===== config.mk =====
export PLATFORM = sky130hd
export DESIGN_NAME = ogr_regs
export DESIGN_NICKNAME = d
export VERILOG_FILES = /design/src/core/ogr_pkg.sv /design/src/core/ogr_retry_if.sv /design/src/core/ogr_regs.sv /design/src/core/ogr_retry_unit.sv
export SDC_FILE = /design/constraint.sdc
export NUM_CORES = 1
export LEC_CHECK = 0
export BUFFER_PORTS_ARGS = -buffer_cell sky130_fd_sc_hd__buf_2
export CAP_MARGIN = 15
export CORE_MARGIN = 1
export CORE_UTILIZATION = 30
export DETAILED_ROUTE_END_ITERATION = 6
export PLACE_DENSITY_LB_ADDON = 0.08
export SLEW_MARGIN = 0
export SYNTH_ARGS = -nofsm -noshare
export SYNTH_HDL_FRONTEND = slang
export SYNTH_SLANG_ARGS = --single-unit

===== constraint.sdc =====
create_clock -name clk_sys -period 4.1 [get_ports clk_sys]
set_input_delay 0.41 -clock clk_sys [delete_from_list [all_inputs] [get_ports clk_sys]]
set_output_delay 0.41 -clock clk_sys [all_outputs]
set_load 0.05 [all_outputs]

===== src/core/ogr_pkg.sv =====
// Purpose: shared constants and types of the eeprom, retry and swap register bank
// Assumes: 32-bit register word, byte offsets on the register port
// Notes: all offsets, the retry and swap reset values, and the field positions except swap select and small rom offset live here
package ogr_pkg;
    // register offsets
    localparam logic [7:0] OFF_ROM = 8'h04;
    localparam logic [7:0] OFF_RETRY = 8'h08;
    localparam logic [7:0] OFF_SWAP_DATA = 8'h0C;
    localparam logic [7:0] OFF_SWAP_CTRL = 8'h14;
    // eeprom byte access fields
    localparam int ROM_CLR_BIT = 31;
    localparam int ROM_GO_BIT = 25;
    localparam int ROM_DATA_LSB = 16;
    // retry limit fields, unit i sits at i*4
    localparam int RTY_W = 4;
    localparam int RTY_UNITS = 3;
    localparam logic [11:0] RTY_RESET = 12'h000;
    // swap control fields
    localparam int SWAP_DONE_BIT = 31;
    localparam logic SWAP_DONE_RESET = 1'b1;
    localparam logic [1:0] SWAP_SEL_RESET = 2'h0;
    localparam logic [31:0] SWAP_DATA_RESET = 32'h0000_0000;
    // small rom discovery
    localparam logic [7:0] MINI_ROM_BYTE = 8'h06;
    localparam int MINI_ROM_FLAG_BIT = 5;
    localparam logic [7:0] MINI_ROM_OFFSET = 8'h20;
    // cycles the presence sync needs before it is trusted
    localparam logic [1:0] SYNC_WAIT = 2'h3;
    typedef enum logic [1:0] {OGR_IDLE, OGR_READ, OGR_RELEASE} ogr_ee_state_t;
endpackage


===== src/core/ogr_retry_if.sv =====
// Purpose: carrier between the bank and one retry counter
// Assumes: all signals on clk_sys
// Notes: start, bad_ack, retry and give_up are one-cycle pulses
`timescale 1ns/1ps
interface ogr_retry_if #(parameter int W = 4);
    logic [W-1:0] limit;
    logic start;
    logic bad_ack;
    logic retry;
    logic give_up;
    modport unit (input limit, input start, input bad_ack, output retry, output give_up);
    modport ctrl (output limit, output start, output bad_ack, input retry, input give_up);
endinterface


===== src/core/ogr_regs.sv =====
// Purpose: eeprom byte access, async retry limits and swap data registers
// Assumes: register port and unit strobes on clk_sys; eeprom pins asynchronous
// Notes: eeprom link is a four-phase req/ack byte handshake
`timescale 1ns/1ps
module ogr_regs (
    // clock and reset
    input wire logic clk_sys,
    input wire logic rst_n,
    // register port
    input wire logic reg_wr,
    input wire logic reg_rd,
    input wire logic [7:0] reg_addr,
    input wire logic [31:0] reg_wdata,
    output logic [31:0] reg_rdata,
    output logic reg_rvalid,
    // serial eeprom byte link
    input wire logic ee_detect,
    input wire logic ee_ack,
    input wire logic [7:0] ee_data,
    output logic ee_req,
    output logic [7:0] ee_addr,
    output logic eeprom_present_flag,
    output logic boot_done,
    // transmit units: 0 request, 1 reply, 2 physical reply
    input wire logic [2:0] unit_start,
    input wire logic [2:0] unit_bad_ack,
    output logic [2:0] unit_retry,
    output logic [2:0] unit_give_up,
    // compare-swap engine
    input wire logic swap_complete,
    input wire logic swap_value_load,
    input wire logic [31:0] swap_value_in,
    output logic [1:0] swap_target_select
);
    typedef struct packed {
        ogr_pkg::ogr_ee_state_t st;
        logic booting;
        logic boot_pend;
        logic [1:0] boot_wait;
        logic rom_pointer_clear;
        logic byte_fetch_go;
        logic [7:0] fetched_byte;
        logic [7:0] ptr;
        logic small_rom;
        logic req;
        logic [7:0] req_addr;
        logic boot_done;
        logic [11:0] rty;
        logic [31:0] swap_data;
        logic swap_finished;
        logic [1:0] swap_sel;
        logic [31:0] rdata;
        logic rvalid;
        logic present;
        logic ack_s1;
        logic ack_s2;
        logic [7:0] data_s1;
        logic [7:0] data_s2;
        logic pres_s1;
        logic pres_s2;
    } ogr_state_t;

    ogr_state_t s_q, s_d;
    logic [31:0] rd_word;

    // read mux, unmapped offsets answer zero
    always_comb begin
        rd_word = 32'h0000_0000;
        case (reg_addr)
            ogr_pkg::OFF_ROM: begin
                rd_word[ogr_pkg::ROM_CLR_BIT] = s_q.rom_pointer_clear;
                rd_word[ogr_pkg::ROM_GO_BIT] = s_q.byte_fetch_go;
                rd_word[ogr_pkg::ROM_DATA_LSB +: 8] = s_q.fetched_byte;
                rd_word[7:0] = s_q.small_rom ? ogr_pkg::MINI_ROM_OFFSET : 8'h00;
                // remaining bits stay zero
            end
            ogr_pkg::OFF_RETRY: begin
                rd_word[11:0] = s_q.rty; // upper bound fields stay zero
            end
            ogr_pkg::OFF_SWAP_DATA: begin
                rd_word = s_q.swap_data;
            end
            ogr_pkg::OFF_SWAP_CTRL: begin
                rd_word[ogr_pkg::SWAP_DONE_BIT] = s_q.swap_finished;
                rd_word[1:0] = s_q.swap_sel;
            end
            default: rd_word = 32'h0000_0000;
        endcase
    end

    // next state of the whole bank
    always_comb begin
        s_d = s_q;
        s_d.rvalid = reg_rd;
        if (reg_rd) begin
            s_d.rdata = rd_word;
        end
        // two-flop synchronisers for the eeprom ack and data pins, three flops for detect
        s_d.ack_s1 = ee_ack;
        s_d.ack_s2 = s_q.ack_s1;
        s_d.data_s1 = ee_data;
        s_d.data_s2 = s_q.data_s1;
        s_d.pres_s1 = ee_detect;
        s_d.pres_s2 = s_q.pres_s1;
        s_d.present = s_q.pres_s2;
        // register writes; set-only bits never clear from software
        if (reg_wr) begin
            case (reg_addr)
                ogr_pkg::OFF_ROM: begin
                    if (reg_wdata[ogr_pkg::ROM_CLR_BIT]) begin
                        s_d.rom_pointer_clear = 1'b1;
                    end
                    if (reg_wdata[ogr_pkg::ROM_GO_BIT]) begin
                        s_d.byte_fetch_go = 1'b1;
                    end
                end
                ogr_pkg::OFF_RETRY: begin
                    s_d.rty = reg_wdata[11:0];
                end
                ogr_pkg::OFF_SWAP_CTRL: begin
                    s_d.swap_finished = 1'b0;
                    s_d.swap_sel = reg_wdata[1:0];
                end
                default: begin
                end
            endcase
        end
        // completion is applied after the write so a same-cycle set wins
        if (swap_complete) begin
            s_d.swap_finished = 1'b1;
        end
        if (swap_value_load) begin
            s_d.swap_data = swap_value_in;
        end
        // eeprom sequencer
        case (s_q.st)
            ogr_pkg::OGR_IDLE: begin
                if (s_q.boot_pend) begin
                    // wait out the presence sync before trusting it
                    if (s_q.boot_wait != ogr_pkg::SYNC_WAIT) begin
                        s_d.boot_wait = s_q.boot_wait + 2'h1;
                    end else begin
                        s_d.boot_pend = 1'b0;
                        if (s_q.present) begin
                            s_d.booting = 1'b1;
                            s_d.req = 1'b1;
                            s_d.req_addr = ogr_pkg::MINI_ROM_BYTE;
                            s_d.st = ogr_pkg::OGR_READ;
                        end else begin
                            s_d.boot_done = 1'b1;
                        end
                    end
                end else if (s_q.rom_pointer_clear) begin
                    // clear first: fetched byte untouched
                    s_d.ptr = 8'h00;
                    s_d.rom_pointer_clear = reg_wr && reg_addr == ogr_pkg::OFF_ROM
                        && reg_wdata[ogr_pkg::ROM_CLR_BIT]; // same-cycle set wins
                end else if (s_q.byte_fetch_go) begin
                    s_d.req = 1'b1;
                    s_d.req_addr = s_q.ptr;
                    s_d.st = ogr_pkg::OGR_READ;
                end
            end
            ogr_pkg::OGR_READ: begin
                if (s_q.ack_s2) begin
                    s_d.req = 1'b0;
                    s_d.st = ogr_pkg::OGR_RELEASE;
                    if (s_q.booting) begin
                        s_d.small_rom = s_q.data_s2[ogr_pkg::MINI_ROM_FLAG_BIT];
                    end else begin
                        s_d.fetched_byte = s_q.data_s2;
                        s_d.ptr = s_q.ptr + 8'h01;
                    end
                end
            end
            ogr_pkg::OGR_RELEASE: begin
                if (!s_q.ack_s2) begin
                    s_d.st = ogr_pkg::OGR_IDLE;
                    if (s_q.booting) begin
                        s_d.booting = 1'b0;
                        s_d.boot_done = 1'b1;
                    end else begin
                        s_d.byte_fetch_go = reg_wr && reg_addr == ogr_pkg::OFF_ROM
                            && reg_wdata[ogr_pkg::ROM_GO_BIT]; // same-cycle set wins
                    end
                end
            end
            default: begin
                s_d.st = ogr_pkg::OGR_IDLE;
                s_d.req = 1'b0;
            end
        endcase
    end

    always_ff @(posedge clk_sys or negedge rst_n) begin
        if (!rst_n) begin
            s_q <= '0;
            s_q.st <= ogr_pkg::OGR_IDLE;
            s_q.boot_pend <= 1'b1;
            s_q.rty <= ogr_pkg::RTY_RESET;
            s_q.swap_data <= ogr_pkg::SWAP_DATA_RESET;
            s_q.swap_finished <= ogr_pkg::SWAP_DONE_RESET;
            s_q.swap_sel <= ogr_pkg::SWAP_SEL_RESET;
        end else begin
            s_q <= s_d;
        end
    end

    // retry counters, one per transmit unit
    ogr_retry_if #(.W(ogr_pkg::RTY_W)) rif [ogr_pkg::RTY_UNITS] ();
    genvar gi;
    generate
        for (gi = 0; gi < ogr_pkg::RTY_UNITS; gi++) begin : g_unit
            assign rif[gi].limit = s_q.rty[gi*ogr_pkg::RTY_W +: ogr_pkg::RTY_W];
            assign rif[gi].start = unit_start[gi];
            assign rif[gi].bad_ack = unit_bad_ack[gi];
            assign unit_retry[gi] = rif[gi].retry;
            assign unit_give_up[gi] = rif[gi].give_up;
            ogr_retry_unit #(.W(ogr_pkg::RTY_W)) u_rty (
                .clk_sys(clk_sys),
                .rst_n(rst_n),
                .rif(rif[gi])
            );
        end
    endgenerate

    // outputs straight from flops
    assign reg_rdata = s_q.rdata;
    assign reg_rvalid = s_q.rvalid;
    assign ee_req = s_q.req;
    assign ee_addr = s_q.req_addr;
    assign eeprom_present_flag = s_q.present;
    assign boot_done = s_q.boot_done;
    assign swap_target_select = s_q.swap_sel;

    a_clear_drops_bit: assert property (@(posedge clk_sys) disable iff (!rst_n)
        s_q.rom_pointer_clear && s_q.st == ogr_pkg::OGR_IDLE && !s_q.boot_pend && !reg_wr
        |=> !s_q.rom_pointer_clear && s_q.ptr == 8'h00)
        else $error("pointer clear not completed");
    a_clear_keeps_byte: assert property (@(posedge clk_sys) disable iff (!rst_n)
        s_q.st == ogr_pkg::OGR_IDLE |=> $stable(s_q.fetched_byte))
        else $error("fetched byte changed without a read");
    a_fetch_done_clears: assert property (@(posedge clk_sys) disable iff (!rst_n)
        s_q.st == ogr_pkg::OGR_RELEASE && !s_q.ack_s2 && !s_q.booting && !reg_wr
        |=> !s_q.byte_fetch_go && s_q.st == ogr_pkg::OGR_IDLE)
        else $error("fetch bit not cleared");
    a_fetch_advances: assert property (@(posedge clk_sys) disable iff (!rst_n)
        s_q.st == ogr_pkg::OGR_READ && s_q.ack_s2 && !s_q.booting
        |=> s_q.ptr == $past(s_q.ptr) + 8'h01 && s_q.fetched_byte == $past(s_q.data_s2))
        else $error("fetch did not advance pointer");
    a_rom_reserved_zero: assert property (@(posedge clk_sys) disable iff (!rst_n)
        reg_rd && reg_addr == ogr_pkg::OFF_ROM
        |=> reg_rvalid && reg_rdata[30:26] == 5'h00 && !reg_rdata[24]
            && reg_rdata[15:8] == 8'h00)
        else $error("eeprom reserved bits not zero");
    a_retry_upper_zero: assert property (@(posedge clk_sys) disable iff (!rst_n)
        reg_rd && reg_addr == ogr_pkg::OFF_RETRY |=> reg_rdata[31:12] == 20'h00000)
        else $error("retry upper fields not zero");
    a_swap_set_wins: assert property (@(posedge clk_sys) disable iff (!rst_n)
        swap_complete |=> s_q.swap_finished)
        else $error("swap finished flag lost");
    a_swap_write_clears: assert property (@(posedge clk_sys) disable iff (!rst_n)
        reg_wr && reg_addr == ogr_pkg::OFF_SWAP_CTRL && !swap_complete
        |=> !s_q.swap_finished && swap_target_select == $past(reg_wdata[1:0]))
        else $error("swap control write mishandled");
    a_small_rom_value: assert property (@(posedge clk_sys) disable iff (!rst_n)
        reg_rd && reg_addr == ogr_pkg::OFF_ROM
        |=> reg_rdata[7:0] == 8'h00 || reg_rdata[7:0] == 8'h20)
        else $error("small rom offset invalid");
    a_go_starts_read: assert property (@(posedge clk_sys) disable iff (!rst_n)
        s_q.byte_fetch_go && !s_q.rom_pointer_clear && !s_q.boot_pend
        && s_q.st == ogr_pkg::OGR_IDLE |=> ee_req && ee_addr == $past(s_q.ptr))
        else $error("fetch did not start");
    c_fetch_done: cover property (@(posedge clk_sys) disable iff (!rst_n)
        s_q.st == ogr_pkg::OGR_RELEASE ##1 !s_q.byte_fetch_go);
    c_boot_small_rom: cover property (@(posedge clk_sys) disable iff (!rst_n)
        s_q.small_rom && s_q.boot_done);
    c_swap_done: cover property (@(posedge clk_sys) disable iff (!rst_n) swap_complete);
endmodule


===== src/core/ogr_retry_unit.sv =====
// Purpose: per-packet attempt counter for one transmit unit
// Assumes: bad_ack marks a busy or data-error acknowledge
// Notes: a start in the same cycle as bad_ack wins; that ack is dropped
`timescale 1ns/1ps
module ogr_retry_unit #(
    parameter int W = 4
) (
    // clock and reset
    input wire logic clk_sys,
    input wire logic rst_n,
    // counter link
    ogr_retry_if.unit rif
);
    // elaboration check: the counter width must lie between 1 and 8 bits
    if (W < 1 || W > 8) begin : g_bad_w
        $error("ogr_retry_unit: W out of range");
    end

    typedef struct packed {
        logic [W-1:0] cnt;
        logic retry;
        logic give_up;
    } ogr_rty_st_t;

    ogr_rty_st_t s_q, s_d;

    // retry while under the limit, report the final ack once reached
    always_comb begin
        s_d = s_q;
        s_d.retry = 1'b0;
        s_d.give_up = 1'b0;
        if (rif.start) begin
            s_d.cnt = '0;
        end else if (rif.bad_ack) begin
            if (s_q.cnt < rif.limit) begin
                s_d.retry = 1'b1;
                s_d.cnt = s_q.cnt + 1'b1;
            end else begin
                s_d.give_up = 1'b1;
            end
        end
    end

    always_ff @(posedge clk_sys or negedge rst_n) begin
        if (!rst_n) begin
            s_q <= '0;
        end else begin
            s_q <= s_d;
        end
    end

    assign rif.retry = s_q.retry;
    assign rif.give_up = s_q.give_up;

    a_retry_under_limit: assert property (@(posedge clk_sys) disable iff (!rst_n)
        rif.bad_ack && !rif.start && s_q.cnt < rif.limit |=> rif.retry && !rif.give_up)
        else $error("retry missing below limit");
    a_give_up_limit: assert property (@(posedge clk_sys) disable iff (!rst_n)
        rif.bad_ack && !rif.start && s_q.cnt >= rif.limit |=> rif.give_up && !rif.retry)
        else $error("final ack missing at limit");
    a_start_clears_count: assert property (@(posedge clk_sys) disable iff (!rst_n)
        rif.start |=> s_q.cnt == '0 && !rif.retry)
        else $error("count not cleared on start");
    c_give_up: cover property (@(posedge clk_sys) disable iff (!rst_n) rif.give_up);
endmodule


Yosys cells after proc, flatten, opt, wreduce, memory -nomap -nowiden --
Index checks and enable logic that the tools add are counted.
Word-level totals: word-level logic and storage cells 164, input port bits 94, bits in registers 154
Operators by class: mux-type cells 66, magnitude comparators 3, bitwise logic cells 2, equality and inequality tests 24, add/sub/neg operators 5, reductions and logical operators 30
Operators with widths (count):
- 9-bit 2-to-1 mux | 4
- 8-bit case mux with 2 select lines | 2
- 2-bit != test (second input constant) | 13
- 4-bit 2-to-1 mux | 6
- 6-bit 2-to-1 mux | 4
- 8-bit 2-to-1 mux | 3
- 2-bit nonzero test | 11
- 10-bit 2-to-1 mux | 2
- 2-bit 2-to-1 mux | 10
- 5-bit 2-to-1 mux | 4
- 1-bit 2-to-1 mux | 18
- 6-bit case mux with 3 select lines | 1
- 6-bit AND reduction | 3
- 8-bit by 4-bit == test with 1-bit output (second input constant) | 2
- 5-bit AND reduction | 3
- 4-bit by 1-bit adder with 4-bit output (second input constant) | 3
- 4-bit < comparator | 3
- 3-bit 2-to-1 mux | 4
- 3-bit != test (second input constant) | 4
- 2-bit AND reduction | 6
- 3-bit AND reduction | 3
- 8-bit by 1-bit adder with 8-bit output (second input constant) | 1
- 8-bit by 3-bit == test with 1-bit output (second input constant) | 1
- 8-bit by 5-bit == test with 1-bit output (second input constant) | 1
- 12 further kinds | 18

Longest topological paths before layout --
Gate-level depths: netlist of run 1.
depth in word-level cells 6, depth in mapped cells 7, mapped depth without buffers 6

Cells and area by module --
A second synthesis of run 1 with hierarchy kept.
Second synthesis, totals: cells, all modules 541, area total of the unflattened synthesis 6795.3 µm²
By module, submodules not included:
- ogr_regs | cells an instance 445, instances 1, area each 5778.0 µm²
- ogr_retry_unit | cells an instance 32, instances 3, area each 339.1 µm²

Worst setup path after synthesis of run 1 --
OpenSTA, ideal clock, no wires.
kind input to register, start point input reg_addr[1], end point register s_q, in the netlist rif[0].limit[0], arrival 2.088 ns, library setup time 0.125 ns, setup slack 1.887 ns, stages on the path 5, cell sequence or4_4 or3b_4 nor3b_4 buf_6 mux2_2
Between the ends: word-level cells in the longest chain between the ends 2
Ends and longest elaborated chain:
- from (decl) | RTL line ogr_regs.sv:12 | input wire logic [7:0] reg_addr,
- 8-bit by 4-bit == test with 1-bit output | RTL line ogr_regs.sv:108 | case (reg_addr)
- 2-bit AND reduction (no source line)
- to (decl) | RTL line ogr_regs.sv:63 | ogr_state_t s_q, s_d;
Every way passes these cells. A chain may end at the register's enable or synchronous reset.

Worst setup path in the final report of run 1 --
start point input reg_addr[3], end point register s_q, in the netlist rif[0].limit[1]
Same word-level chain as after synthesis.

==> results of run 1 <==
[sequential cells by signal, summed over array words and instances, names as in the netlist]
signal / cells
rif.limit: 12
s_q: 67
reg_rdata: 32
ee_addr: 8
s_d: 11
g_unit.u_rty.rif.give_up: 3
eeprom_present_flag: 1
swap_target_select: 2
reg_rvalid: 1
g_unit.u_rty.s_q: 12
g_unit.u_rty.rif.retry: 3
ee_req: 1
boot_done: 1
[worst min path at each step]
stage,end,cells after the start
after floorplan,boot_done$_DFFE_PN0P_,0
after global placement,s_q[4]$_DFF_PN0_,0
after detailed placement,s_q[4]$_DFF_PN0_,0
after CTS,s_d[6]$_DFF_PN0_,1
after global routing,s_d[6]$_DFF_PN0_,1
final,s_d[6]$_DFF_PN0_,1
[per-stage QoR]
step	utilization [%]	power [mW]	instances	setup slack (ns)	area (um^2)
2_1_floorplan	-	2.19	570	1.89	6890
3_3_place_gp	33.1	2.33	916	1.37	7480
3_5_place_dp	33.1	2.34	916	1.32	7480
4_1_cts	35.6	3.86	947	1.77	8030
5_1_grt	35.6	4.01	948	1.68	8040
6_report	35.6	3.80	948	1.76	8040
[cell usage in the layout (no fill, tap or decap), types with 4 or more instances in the layout]
cell type	n
a21boi_0	4
a21o_1	8
a21oi_1	15
a22o_1	12
buf_2	126
buf_4	6
clkbuf_16	17
dfrtp_1	152
ha_1	14
inv_1	14
mux2_2	64
mux2i_1	17
nand2_1	37
nand2b_1	9
nand3_1	15
nand3b_1	5
nor2_1	26
nor2b_1	11
o21ai_0	25
o21bai_1	4
o2bb2ai_1	22
[worst max-delay path: stages]
cell	delay (ns)
buf_2	0.38
nor2b_1	0.19
buf_4	0.16
or3b_4	0.43
nor3b_4	0.66
mux2_2	0.41
[layer usage]
metal	routed length, um	GRT usage, %
met4	204	4.29
met5	13	0
met2	7260	22.3
met3	806	4.62
met1	7200	18.1
[power breakdown]
| part | switching (mW) | internal, mW | total (mW) |
|---|---|---|---|
| Combinational | 0.316 | 0.220 | 0.536 |
| Sequential | 0.105 | 1.66 | 1.77 |
| Clock | 0.624 | 0.866 | 1.49 |
| Total | 1.05 | 2.75 | 3.80 |
[layout make-up]
type	instances	share of cell area [%]
Sequential cell	154	48.0
Clock buffer	21	5.73
Multi-Input combinational cell	331	31.5
Inverter	14	0.653
Timing Repair Buffer	133	8.54
Clock inverter	10	1.17
Tap cell	285	4.43
[cells by family (layout without fill, tap and decap cells)]
logic type               Yosys count  in the layout  synth area share (%)
flip-flops                       154            154                  55.9
AND/OR/NAND/NOR                  129            129                  10.2
AO/OA/AOI/OAI                    104            104                  10.6
buffers and inverters             85            178                  7.39
multiplexers                      81             81                  12.9
adder cells (fa/ha/maj)           14             14                  2.54
XOR/XNOR                           3              3                 0.381
==> summary.md, run 1 <==
| Metric | Value |
|---|---|
| Clock-pin slew on the worst setup and hold paths | `0.06 ns` |
| Max IR drop VDD | `0.236 mV` |
| Crit path launch type | `input pin` |
| Fin Hold WS | `0.0972 ns` |
| Peak Freq | `428 MHz` |
| Die Span Y | `154 um` |
| Sequential Area | `3860 um^2` |
| DR WL/cell | `16.3 um` |
| Clock Path Buffers | `2` |
| Vias in the first global route | `4,702` |
| I/O pin count | `146` |
| Layout cells sized above 1 | `36.0%` |
| Unique masters post-synth | `50` |
| TritonCTS Sinks | `154` |
| H-tree depth | `4` |
| Synth Cell Area | `6890 um^2` |
| Final setup vio count | `0` |
| TritonRoute pass-1 iters | `4` |
| TNS Setup | `0 ns` |
| Syn_nets | `678` |
| Slew Viols, Final | `0` |
| Worst R2R Path Depth | `6` |
| I/O Buffers | `127` |
| Post-synth ARST share | `100%` |
| Critical Path Sink Type | `flop` |
| Setup Buffers After CTS | `0` |
| Post-synth top area cell | `dfrtp_1` |
| DR iter-0 viols | `135` |
| Setup CP Type | `in -> reg` |
| Row count | `55` |
| Final period util | `57.0%` |
| Antenna violations before repair | `1` |
| Critical Path AT | `2.63 ns` |
| Area of the multi-input gates | `2530 um^2` |
| Final WL | `15,500 um` |
| Leak | `3.84 nW` |
| Worst r2r dst | `g_unit[0].u_rty.s_q[4]$_DFFE_PN0P_` |
| DR vias | `4,359` |
| Ys flop type | `dfrtp_1` |
| Final GP Congestion | `0.777` |
| Synthesis-stage register bit count | `154` |
| Worst EP required | `4.40 ns` |
| Largest net degree at the start of global routing | `107` |
| HP Class | `in -> reg` |
| Synthesis-to-layout area growth | `16.6%` |
| Critical-path maximum fanout | `15` |
| Detailed Place HPWL | `10,700 um` |
| Pwr dens | `472 nW/um^2` |
| Synth Warn # | `0` |
| Top cells by area, synth | `dfrtp_1 (55%), mux2_2 (10%), buf_4 (5.2%), o2bb2ai_1 (2.8%), ha_1 (2.5%)` |
| DRC | `0` |
| Max-cap violation count | `0` |
| Post-synth top area share | `55.2%` |
| Die area | `23,600 um^2` |
| Hold Fails Final Rpt | `0` |
| Mean Syn Cell Area | `12.1 um^2` |
| Hold_buf cts | `0` |
| # fillers | `2,252` |
| Worst skew pair latency | `0.42 ns` |
| FF-to-FF Start | `rif[0].limit[2]$_DFFE_PN0P_` |
| Worst Max-Slew Pin Slew | `0.990 ns` |
| Core area | `22,600 um^2` |
| PostCTS Resize Cnt | `0` |
| EDFF count, synth | `0` |
| Die Wd | `154 um` |
| Sequential area share after synthesis | `55.9%` |
| Min-delay src | `ee_data[4]` |
| TritonCTS Buffers | `17` |
| CP startpoint | `reg_addr[3]` |
| Unrepaired setup endpoints after global routing | `false` |
| Clock tree from TritonCTS | `yes` |
| Clk root buf | `clkbuf_16` |
| Grt ovf | `0` |
| Final nets | `759` |
| Run status | `complete, no violations` |
| Ant diodes | `0` |
| Antenna viol nets, final | `0` |
| Post-Synthesis Cells | `570` |
| Rel. slew slack | `34.0%` |
| Worst setup path end | `rif[0].limit[1]$_DFFE_PN0P_` |
| Via density | `4.60` |
| Most common cell in the netlist | `dfrtp_1` |
| GR Util All Layers | `14.1%` |
| Reg2Reg Setup Slack | `1.85 ns` |
| Post-synth top cells | `dfrtp_1 (152), mux2_2 (64), buf_4 (48)` |
| First-pass GRT wire length | `25,600 um` |
| Period minus WS final | `2.34 ns` |
| Clock skew | `0.00650 ns` |
| Starting Density | `30.5%` |
Note: power is estimated with default switching activity, not from simulation.
==> run 2: changes to the inputs <==
Clock period 4.1 ns to 2.31 ns, I/O delays scaled along.
==> summary.md, run 2 (synthesized netlist as in run 1, its figures left out) <==
| Metric | Value |
|---|---|
| Setup CP Type | `reg -> reg (was in -> reg)` |
| Largest net degree at the start of global routing | `65 (was 107)` |
| GR Util All Layers | `14.1% (about the same)` |
| Global routing usage on met1 | `18.2% (was 18.1%)` |
| Clock tree from TritonCTS | `yes (unchanged)` |
| Most frequent cells in the layout | `dfrtp_1 (152), buf_2 (126), mux2_2 (64), nand2_1 (37), nor2_1 (26) (unchanged)` |
| I/O Buffers | `127 (unchanged)` |
| DR iter-0 viols | `129 (was 135)` |
| Critical Path Sink Type | `flop (unchanged)` |
| Clock skew | `0.0114 ns (was 0.00650 ns)` |
| Via density | `4.61 (was 4.60)` |
| Met3 global-route usage | `4.26% (was 4.62%)` |
| Leak | `3.96 nW (was 3.84 nW)` |
| Antenna violations before repair | `2 (was 1)` |
| Clk root buf | `clkbuf_16 (unchanged)` |
| HP Class | `in -> reg (unchanged)` |
| Synthesis-to-layout area growth | `20.5% (was 16.6%)` |
| Worst skew pair latency | `0.42 ns (about the same)` |
| Critical Path AT | `2.52 ns (was 2.63 ns)` |
| Final nets | `777 (was 759)` |
| First-pass GRT wire length | `25,800 um (was 25,600 um)` |
| Crit path max-delay cell type | `or4b_2 (was nor3b_4)` |
| TritonRoute pass-1 iters | `4 (unchanged)` |
| Slew Viols, Final | `0 (unchanged)` |
| TritonCTS Sinks | `154 (unchanged)` |
| Final WL | `15,600 um (was 15,500 um)` |
| Vias in the first global route | `4,781 (was 4,702)` |
| Period minus WS final | `2.22 ns` |
| Die Span Y | `154 um (unchanged)` |
| Row count | `55 (unchanged)` |
| DR vias | `4,467 (was 4,359)` |
| TritonCTS Buffers | `17 (unchanged)` |
| Critical-path maximum fanout | `7 (was 15)` |
| Detailed Place HPWL | `10,900 um (was 10,700 um)` |
| Grt peak-use layer | `met2 (unchanged)` |
| Top reg by flops | `s_q (unchanged)` |
| Crit path launch type | `flop (was input pin)` |
| Die area | `23,600 um^2 (unchanged)` |
| Commonest non-fill, non-tap cell in the layout | `dfrtp_1 (unchanged)` |
| Max IR drop VDD | `0.417 mV (was 0.236 mV)` |
| Max-cap violation count | `0 (unchanged)` |
| TNS Setup | `0 ns (unchanged)` |
| Layout cells sized above 1 | `36.4% (was 36.0%)` |
| Worst EP required | `2.61 ns (was 4.40 ns)` |
| Final GP Congestion | `0.754 (was 0.777)` |
| Antenna viol nets, final | `0 (unchanged)` |
| Worst Max-Slew Pin Slew | `0.510 ns (was 0.990 ns)` |
| Pwr dens | `854 nW/um^2 (was 472 nW/um^2)` |
| Unrepaired setup endpoints after global routing | `false (unchanged)` |
| CP max stage delay | `0.67 ns (was 0.66 ns)` |
| Final period util | `96.1%` |
| Die Wd | `154 um (unchanged)` |
| Clock Path Buffers | `2 (unchanged)` |
| H-tree depth | `4 (unchanged)` |
| GR Layer Usage met2 | `22.5% (was 22.3%)` |
| DR WL/cell | `16.1 um (was 16.3 um)` |
| Power consumption | `7.10 mW (was 3.80 mW)` |
| Starting Density | `30.5% (unchanged)` |
| I/O pin count | `146 (unchanged)` |
| Clock-pin slew on the worst setup and hold paths | `0.07 ns (was 0.06 ns)` |
| Largest register FFs | `67 (unchanged)` |
| Rel. slew slack | `65.5% (was 34.0%)` |
| DRC | `0 (unchanged)` |
| Grt ovf | `0 (unchanged)` |
| CP Cell Sequence | `ha_1 > or4b_2 > a21o_2 > a21oi_1 > mux2_2 (was buf_2 > nor2b_1 > buf_4 > or3b_4 > nor3b_4 > mux2_2)` |
| Hold Fails Final Rpt | `0 (unchanged)` |
| # fillers | `2,245 (was 2,252)` |
| Final setup vio count | `0 (unchanged)` |
| Peak Freq | `450 MHz` |
| Final Util | `36.8% (was 35.6%)` |
| Core area | `22,600 um^2 (unchanged)` |
| Run status | `complete, no violations (unchanged)` |
[run 2: changes by cell type in the layout (fill, tap and decap cells not counted), moves of 2 or more]
cell | before | now
buf_4 | 6 | 11
a21boi_0 | 4 | 2
bufinv_16 | 1 | 4
a21o_1 | 8 | 6
clkbuf_1 | 2 | 4
clkinv_2 | 3 | 1
dlygate4sd3_1 | 0 | 11
buf_12 | 0 | 2
[run 2: critical path, delay by kind of cell, from the launching register on]
kind | cells | cell delay [ns]
fa+ha+maj | 1 | 0.22
simple gates | 1 | 0.67
mux | 1 | 0.35
compound gates | 2 | 0.46
flops | 1 | 0.41
[run 2: cell type report]
cell class	instances	area, um^2	share of cell area, %
Clock buffer	22	454	5.47
Timing Repair Buffer	151	875	10.5
Antenna cell	1	2.50	0.0301
Sequential cell	154	3860	46.4
Multi-Input combinational cell	331	2550	30.7
Tap cell	285	357	4.29
Inverter	14	52.6	0.632
Clock inverter	10	166	2.00
[run 2: final timing paths]
path | from | end | slack [ns] | cells after the start
worst min register to register | s_d[4]$_DFF_PN0_ | s_q[4]$_DFF_PN0_ | 0.35 | 0
max in group asynchronous | rst_n | s_q[56]$_DFFE_PN1P_ | 1.35 | 3
worst max-delay path | g_unit[2].u_rty.s_q[3]$_DFFE_PN0P_ | g_unit[2].u_rty.s_q[5]$_DFFE_PN0P_ | 0.09 | 5
worst min-delay path | reg_wdata[25] | s_q[128]$_DFF_PN0_ | 0.04 | 3
worst max register to register | g_unit[2].u_rty.s_q[3]$_DFFE_PN0P_ | g_unit[2].u_rty.s_q[5]$_DFFE_PN0P_ | 0.09 | 5
min in group asynchronous | rst_n | ee_addr[4]$_DFFE_PN0P_ | 0.27 | 2
[run 2: where the power goes]
group | total [mW] | leakage, nW | switching, mW | internal [mW]
clock network | 2.97 | 0.295 | 1.12 | 1.85
registers | 3.12 | 1.98 | 0.165 | 2.95
logic | 1.01 | 1.68 | 0.592 | 0.421
[run 2: repair_timing]
item,in CTS,in global routing
hold buffers,11,0
setup buffers,0,0
endpoints found under the setup margin,0,3
resized for setup,0,5
hold endpoints to repair,41,0
[run 2: routing by layer]
metal / share of wire [%] / routed length, um / up-vias
met3: 4.4 / 680 / 12
met5: 0.083 / 13 / -
met1: 47 / 7330 / 2206
met2: 47 / 7370 / 78
met4: 1.1 / 174 / 2
li1: - / - / 2169
[run 2: stage by stage]
step	hold WS, ns	instances	cell area, um^2	setup WS, ns
finish	0.0421	968	8310	0.0896
global route	0.0244	968	8310	0.00406
CTS	0.0201	967	8300	0.0191
detailed placement	0.154	924	7560	0.0360
global placement	0.152	924	7560	0.0983
floorplan	-0.0646	570	6890	0.199
